## src/timer1_osc_defs.vh

```
// Summary of operation
// - oscillator enable bit starts secondary oscillator
// - oscillator keeps running in power-managed modes
// - clock select 01 enters secondary run
// - sleep with idle disabled enters secondary idle
// - status flag set when oscillator clocks system
// - status flag tracks source after oscillator failure
// - count wraps FFFFh to 0000h, sets flag
// - interrupt request only while enable bit set
// - compare trigger mode 1011 clears the count
// - second compare trigger also starts conversion
// - trigger reset in all modes, synchronous or not
// - count write beats a coincident trigger
// - second unit trigger never sets overflow flag
// - 32.768 kHz gives 2 s, msb preload 1 s
// - enabled oscillator pins read zero, output pin driven
// - source select picks instruction cycle or edge
`ifndef TIMER1_OSC_DEFS_VH
`define TIMER1_OSC_DEFS_VH
`define OFS_COUNT_LOW 4'h0
`define OFS_COUNT_HIGH 4'h4
`define OFS_TIMER_CONTROL 4'h8
`define OFS_FLAGS_ONE 4'hc
`define OFS_ENABLES_ONE 5'h10
`define OFS_PRIORITIES_ONE 5'h14
`define OFS_OSC_CONTROL 5'h18
`define BIT_WIDE_ACCESS 7
`define BIT_SYS_FROM_SEC 6
`define BIT_PRESCALE_LO 4
`define BIT_OSC_ENABLE 3
`define BIT_SYNC_SELECT 2
`define BIT_SOURCE_SELECT 1
`define BIT_COUNTER_ON 0
`define BIT_OVF_FLAG 0
`define BIT_IDLE_ENABLE 7
`define SCS_SECONDARY 2'h1
`define CMP_MODE_TRIGGER 4'hb
`define RESET_CONTROL 8'h00
`define INSTR_DIV 4
`endif

```

## src/timer1_osc_overflow_trigger.v

```verilog
`timescale 1ns/1ns
`default_nettype none
`include "timer1_osc_defs.vh"
module timer1_osc_overflow_trigger (
	input wire core_clk,
	input wire srst,
	input wire [4:0] avs_address,
	input wire avs_read,
	input wire avs_write,
	input wire [31:0] avs_writedata,
	input wire [3:0] avs_byteenable,
	output reg [31:0] avs_readdata,
	output wire avs_waitrequest,
	input wire secOscInPin,
	input wire secOscOutPinIn,
	output wire secOscOutPinOut,
	output wire secOscOutPinOe,
	input wire extClockPin,
	output wire pinInputsRead,
	input wire sleepExecute,
	input wire secOscFailed,
	input wire compareAMatch,
	input wire [3:0] compareAMode,
	input wire compareAUsesTimer,
	input wire compareBMatch,
	input wire [3:0] compareBMode,
	input wire compareBUsesTimer,
	input wire adcEnabled,
	output reg adcStart,
	output wire overflowIrq,
	output wire overflowIrqHighPriority,
	output wire secOscRunning,
	output wire secRunMode,
	output reg secIdleMode
);
	parameter COUNT_WIDTH = 16;

	reg [7:0] timerControl;
	reg [7:0] oscControl;
	reg overflowIrqFlag;
	reg overflowIrqEnable;
	reg overflowIrqPriority;
	reg [COUNT_WIDTH-1:0] countPair;
	reg [7:0] highBuffer;
	reg ackDone;
	reg [1:0] instrDiv;
	reg [2:0] prescaleCnt;
	reg oscSync1, oscSync2, oscPrev;
	reg extSync1, extSync2, extPrev;
	reg [7:0] next_readHigh;
	wire secOscEnable = timerControl[`BIT_OSC_ENABLE];
	wire sourceSelect = timerControl[`BIT_SOURCE_SELECT];
	wire counterOn = timerControl[`BIT_COUNTER_ON];
	wire wideAccess = timerControl[`BIT_WIDE_ACCESS];
	wire [1:0] prescaleSel = timerControl[`BIT_PRESCALE_LO+1:`BIT_PRESCALE_LO];
	wire [1:0] systemClockSelect = oscControl[1:0];
	wire idleOnSleepEnable = oscControl[`BIT_IDLE_ENABLE];

	////////////////////////////////////////////////////////////////////////
	// avalon slave: one wait cycle for every access
	wire access = avs_read | avs_write;
	assign avs_waitrequest = access & ~ackDone;
	wire wrStb = avs_write & ackDone & avs_byteenable[0];
	wire rdStb = avs_read & ackDone;
	wire wrLow = wrStb && avs_address == `OFS_COUNT_LOW;
	wire wrHigh = wrStb && avs_address == `OFS_COUNT_HIGH;
	wire [7:0] wd = avs_writedata[7:0];

	always @(posedge core_clk) begin
		if (srst)
			ackDone <= 1'b0;
		else
			ackDone <= access & ~ackDone;
	end

	always @* begin
		next_readHigh = wideAccess ? highBuffer : countPair[15:8];
	end

	always @(posedge core_clk) begin
		if (srst) begin
			avs_readdata <= 32'h00000000;
		end else if (access & ~ackDone) begin
			case (avs_address)
			`OFS_COUNT_LOW: avs_readdata <= {24'h000000, countPair[7:0]};
			`OFS_COUNT_HIGH: avs_readdata <= {24'h000000, next_readHigh};
			`OFS_TIMER_CONTROL: avs_readdata <= {24'h000000, wideAccess,
				secOscRunning, timerControl[5:0]};
			`OFS_FLAGS_ONE: avs_readdata <= {31'h00000000, overflowIrqFlag};
			`OFS_ENABLES_ONE: avs_readdata <= {31'h00000000, overflowIrqEnable};
			`OFS_PRIORITIES_ONE: avs_readdata <= {31'h00000000, overflowIrqPriority};
			`OFS_OSC_CONTROL: avs_readdata <= {24'h000000, oscControl};
			default: avs_readdata <= 32'h00000000;
			endcase
		end
	end

	always @(posedge core_clk) begin
		if (srst) begin
			timerControl <= `RESET_CONTROL;
			oscControl <= 8'h00;
			overflowIrqEnable <= 1'b0;
			overflowIrqPriority <= 1'b1;
		end else if (wrStb) begin
			case (avs_address)
			`OFS_TIMER_CONTROL: timerControl <= {wd[7], 1'b0, wd[5:0]};
			`OFS_ENABLES_ONE: overflowIrqEnable <= wd[`BIT_OVF_FLAG];
			`OFS_PRIORITIES_ONE: overflowIrqPriority <= wd[`BIT_OVF_FLAG];
			`OFS_OSC_CONTROL: oscControl <= wd;
			default: ;
			endcase
		end
	end

	////////////////////////////////////////////////////////////////////////
	// oscillator, clock status and power-managed modes
	// the oscillator enable is not touched by mode changes
	assign secOscRunning = secOscEnable & (systemClockSelect == `SCS_SECONDARY)
		& ~secOscFailed;
	assign secRunMode = secOscRunning;
	assign secOscOutPinOut = secOscEnable & ~oscSync2;
	assign secOscOutPinOe = secOscEnable;
	assign pinInputsRead = 1'b0;
	assign overflowIrq = overflowIrqFlag & overflowIrqEnable;
	assign overflowIrqHighPriority = overflowIrq & overflowIrqPriority;

	always @(posedge core_clk) begin
		if (srst)
			secIdleMode <= 1'b0;
		else if (sleepExecute && secOscRunning && !idleOnSleepEnable)
			secIdleMode <= 1'b1;
		else if (!secOscRunning || wrStb)
			secIdleMode <= 1'b0;
	end

	////////////////////////////////////////////////////////////////////////
	// input synchronisers and edge detect
	always @(posedge core_clk) begin
		if (srst) begin
			oscSync1 <= 1'b0;
			oscSync2 <= 1'b0;
			oscPrev <= 1'b0;
			extSync1 <= 1'b0;
			extSync2 <= 1'b0;
			extPrev <= 1'b0;
		end else begin
			oscSync1 <= secOscInPin;
			oscSync2 <= oscSync1;
			oscPrev <= oscSync2;
			extSync1 <= extClockPin;
			extSync2 <= extSync1;
			extPrev <= extSync2;
		end
	end

	wire oscRise = oscSync2 & ~oscPrev;
	wire extRise = extSync2 & ~extPrev;
	wire instrTick = instrDiv == 2'd3;
	wire rawTick = sourceSelect ? (secOscEnable ? oscRise : extRise) : instrTick;
	wire [2:0] prescaleLast = (3'd1 << prescaleSel) - 3'd1;
	wire countTick = counterOn & rawTick & (prescaleCnt == prescaleLast);

	always @(posedge core_clk) begin
		if (srst) begin
			instrDiv <= 2'd0;
			prescaleCnt <= 3'd0;
		end else begin
			instrDiv <= instrDiv + 2'd1;
			if (wrLow)
				prescaleCnt <= 3'd0;
			else if (counterOn & rawTick)
				prescaleCnt <= (prescaleCnt == prescaleLast) ? 3'd0 : prescaleCnt + 3'd1;
		end
	end

	////////////////////////////////////////////////////////////////////////
	// count pair, trigger reset, overflow flag
	// every tick is in core_clk domain, so trigger reset works in all modes
	wire trigA = compareAMatch & compareAUsesTimer & (compareAMode == `CMP_MODE_TRIGGER);
	wire trigB = compareBMatch & compareBUsesTimer & (compareBMode == `CMP_MODE_TRIGGER);
	wire trigReset = trigA | trigB;
	wire wrCount = wrLow | (wrHigh & ~wideAccess);
	wire wrap = countTick & (&countPair) & ~wrCount & ~trigReset;
	wire flagClear = wrStb && avs_address == `OFS_FLAGS_ONE && !wd[`BIT_OVF_FLAG];

	always @(posedge core_clk) begin
		if (srst) begin
			countPair <= {COUNT_WIDTH{1'b0}};
			highBuffer <= 8'h00;
		end else begin
			if (rdStb && avs_address == `OFS_COUNT_LOW)
				highBuffer <= countPair[15:8];
			if (wrHigh && wideAccess)
				highBuffer <= wd;
			if (wrLow)
				countPair <= {wideAccess ? highBuffer : countPair[15:8], wd};
			else if (wrHigh && !wideAccess)
				countPair <= {wd, countPair[7:0]};
			else if (trigReset)
				countPair <= {COUNT_WIDTH{1'b0}};
			else if (countTick)
				countPair <= countPair + 16'h0001;
		end
	end

	always @(posedge core_clk) begin
		if (srst)
			overflowIrqFlag <= 1'b0;
		else if (wrap)
			overflowIrqFlag <= 1'b1;
		else if (flagClear)
			overflowIrqFlag <= 1'b0;
	end

	always @(posedge core_clk) begin
		if (srst)
			adcStart <= 1'b0;
		else
			adcStart <= trigB & adcEnabled;
	end
endmodule // timer1_osc_overflow_trigger
`default_nettype wire

```

## config.mk

```make
export PLATFORM = sky130hd
export DESIGN_NAME = timer1_osc_overflow_trigger
export DESIGN_NICKNAME = d
export VERILOG_FILES = /design/src/timer1_osc_overflow_trigger.v
export VERILOG_INCLUDE_DIRS = /design/src
export SDC_FILE = /design/constraint.sdc
export NUM_CORES = 1
export LEC_CHECK = 0
export BUFFER_PORTS_ARGS = -buffer_cell sky130_fd_sc_hd__buf_4
export CELL_PAD_IN_SITES_DETAIL_PLACEMENT = 0
export CELL_PAD_IN_SITES_GLOBAL_PLACEMENT = 2
export CORE_MARGIN = 8
export CORE_UTILIZATION = 28
export CTS_BUF_LIST = sky130_fd_sc_hd__clkbuf_8
export CTS_CLUSTER_SIZE = 8
export DETAILED_ROUTE_END_ITERATION = 8
export PLACE_DENSITY_LB_ADDON = 0.1
export SYNTH_ARGS = -nofsm -noshare
export SYNTH_HDL_FRONTEND = slang
export SYNTH_SLANG_ARGS = --single-unit
```

## constraint.sdc

```tcl
create_clock -name core_clk -period 2.1 [get_ports core_clk]
set_clock_uncertainty 0.1 [all_clocks]
set_input_delay 0.315 -clock core_clk [delete_from_list [all_inputs] [get_ports core_clk]]
set_output_delay 0.315 -clock core_clk [all_outputs]
set_load 0.01 [all_outputs]
```

==> run_results.csv <==
group,metric,value,unit
worst_setup_path,end_kind,"flip-flop",
global_routing,overflow,0,
floorplanning,chipWidth,130,um
routing,dr.pass1.iters,4,
worst_setup_path,max_stage_delay,0.64,ns
cts,insertion_delay,0.37,ns
timing,fin_setup_tns,0,ns
cells_and_area,syn_to_final_growth,27.2,%
synthesis,synthSimpleGateAreaFrac,0.204,
cts,root_buffer,"clkbuf_8",
timing,hold_viol,0,
power_and_ir_drop,ir_drop,0.182,mV
synthesis,yosysSeqAreaShare,0.351,
outcome,status,"completed",
placement,preCtsSetupSlack,-0.215,ns
cts,clock-sinks,64,
global_routing,grt_pass1_wl,18600,um
synthesis,synthesis.instances,443,
worst_setup_path,crit_arrival,2.20,ns
job,cap_violations,0,
worst_setup_path,slowest_stage,"or4_1",
global_routing,antenna_found_initial,0,
worst_setup_path,r2r_end,"countPair[13]",
synthesis,yosysMostFrequentCell,"dfxtp_1",
cts,ctsHtreeMaxLevel,3,
timing,max_freq,0.504,GHz
routing,wire_per_inst,17.3,um
routing,viasPerCell,4.86,
cells_and_area,antenna-diode-count,0,
routing,dr.first_iter.drc_count,194,
routing,dr.max_layer_used,"met4",
power_and_ir_drop,leakagePower,1.74,nW
synthesis,synth-compound-area-share,0.218,
cells_and_area,fin_nets,592,
timing,fin_crit,1.98,ns
routing,drc,0,
synthesis,synth.area.top_cells,"dfxtp_1, mux2i_1, nor2_1",
synthesis,yosysTopAreaCell,"dfxtp_1",
synthesis,synth_common_cells,"dfxtp_1, nor2_1, mux2i_1, nand2_1, buf_4",
placement,numPortBuffers,51,
cells_and_area,multi_input_area,2120,um2
worst_setup_path,crit_required,2.32,ns
floorplanning,start_util,0.288,
synthesis,synth-seq-cells,64,
worst_setup_path,rrSetupSlack,0.12,ns
synthesis,synth_top_area_share,0.351,
synthesis,synth-main-ff-cell,"dfxtp_1",
cts,cts_max_path_buffers,2,
synthesis,syn_area,3650,um2
synthesis,syn_area_per_cell,8.23,um2
worst_setup_path,critPathKind,"reg2reg",
synthesis,yosysWarningCount,0,
cts,cts_tree,"built",
synthesis,muxShareOfSynthArea,0.102,
cells_and_area,fill_cells,1365,
worst_setup_path,r2r_cells,6,
timing,finalSetupViolations,0,
cells_and_area,drive_gt1_frac,0.250,
timing,worst_slack,0.117,ns
worst_setup_path,timing.rr.start,"countPair[1]",
routing,met1_length,5920,um
synthesis,async_flop_share,0,
global_routing,grt_max_degree,28,
routing,vias,3419,
routing,wl,12200,um
worst_setup_path,crit_chain,"nand4_1 > or4_1 > nor2_1 > o21ai_0 > a31oi_1 > o221a_2",
placement,dp_hpwl,9350,um
timing,rsz0062_at_grt,"false",
synthesis,synthXorXnorAreaFrac,0.0168,
floorplanning,dieArea,16900,um2
timing,final.period_utilization,0.944,
synthesis,synthAdderAreaFrac,0.0103,
cts,numCtsBuffers,9,
cells_and_area,ff_latch_area,1280,um2
power_and_ir_drop,p_per_area,542,nW/um2
routing,wl_met2,5400,um
global_routing,track_usage,0.147,
synthesis,synth_top_family_by_area,"compound AO/OA/AOI/OAI gates",
synthesis,synth_edf_count,0,
floorplanning,core-area,12700,um2
floorplanning,placementRows,41,
floorplanning,ios,105,
synthesis,synthDistinctLibCells,55,
min_path,min-delay-start,"secOscInPin",
worst_setup_path,crit_path_start_kind,"flip-flop",
min_path,hold_class,"in2reg",
floorplanning,fp.dieH,130,um
min_path,whs_endpoint,"oscSync1",
global_routing,grt_pass1_vias,3246,
worst_setup_path,cp_max_fo,5,
cts,clk_pin_slew,0.08,ns
timing,slew_violations,0,
min_path,hold_depth,2,
routing,dr_wl_met3,628,um
routing,postRouteAntennaNets,0,
placement,gp_congestion,0.815,
-- how the worst max path moves through the flow --
stage                        start       endpoint  depth (start not counted)
floorplan           avs_address[4]   countPair[6]                          8
global placement    avs_address[4]   countPair[0]                          8
detailed placement  avs_address[4]   countPair[0]                          8
CTS                   countPair[1]  countPair[13]                          6
global route        prescaleCnt[1]   countPair[9]                          6
finish                countPair[1]  countPair[13]                          6
-- through the flow --
stage | utilization | hold WS (ns) | power [mW] | cells | area (um2)
floorplan | - | 0.299 | 1.43 | 467 | 3750
CTS | 0.366 | 0.0500 | 2.56 | 703 | 4640
detailed placement | 0.352 | 0.310 | 1.52 | 687 | 4460
global placement | 0.352 | 0.318 | 1.52 | 687 | 4460
finish | 0.366 | 0.0649 | 2.51 | 703 | 4640
global route | 0.366 | 0.0620 | 2.62 | 703 | 4640
-- area by class of cell --
class,instances,share of cell area
tap,172,0.0464
clock inverter,6,0.00971
multi-input combinational,337,0.456
timing repair buffer,101,0.172
inverter,13,0.0105
clock buffer,10,0.0297
sequential,64,0.276
-- repair_timing --
| action | 4_1_cts | 5_1_grt |
|---|---|---|
| gates resized for setup | 0 | 2 |
| hold endpoints to repair | 0 | 0 |
| hold buffers | 0 | 0 |
| setup buffers | 0 | 0 |
| setup endpoints to repair | 0 | 2 |
-- metal layers --
| layer | vias to the layer above | GRT usage |
|---|---|---|
| met5 | - | 0 |
| met4 | 0 | 0.0628 |
| met3 | 17 | 0.0298 |
| met2 | 67 | 0.223 |
| met1 | 1620 | 0.196 |
| li1 | 1715 | - |
-- cells by family (layout without fill, tap and decap cells) --
logic type,after synthesis,count (layout)
buf+inv,66,130
xor+xnor,7,7
flops,64,64
other cells,1,25
mux,37,37
fa+ha+maj,3,3
simple gates,154,154
compound gates,111,111
-- flip-flops by register name, summed over array words and instances (netlist names), 2 cells and up --
| register | count |
|---|---|
| avs_readdata | 8 |
| countPair | 16 |
| highBuffer | 8 |
| instrDiv | 2 |
| oscControl | 8 |
| prescaleCnt | 3 |
| timerControl | 7 |
-- critical path: cells and delay by family, from the launching register on --
| family | cells | cell delay [ns] |
|---|---|---|
| AOI/OAI and AO/OA | 3 | 0.44 |
| DFF | 1 | 0.43 |
| and+or+nand+nor | 3 | 0.97 |
-- placed cells by master (no fill, tap or decap), types with 4 or more instances in the layout --
cell type / instances
clkbuf_8: 10
a211oi_2: 6
nor2_1: 60
dfxtp_1: 64
nand4_1: 8
a211oi_1: 13
nand3_1: 8
buf_4: 98
nor4_1: 4
a21o_1: 5
nor3_1: 6
a22oi_1: 10
xnor2_1: 5
a221oi_1: 9
conb_1: 25
o21ai_0: 12
a31oi_1: 5
inv_1: 13
mux2i_1: 37
o22ai_1: 7
nor2b_1: 12
a21oi_1: 24
nand2_1: 32
-- report_power, final --
group	leakage (nW)	switching (mW)	internal (mW)	total [mW]
clock network	0.0845	0.559	0.461	1.02
registers	0.517	0.00773	1.23	1.23
logic	1.14	0.153	0.107	0.260
total	1.74	0.719	1.79	2.51
Note: power is estimated with default switching activity, not from simulation.
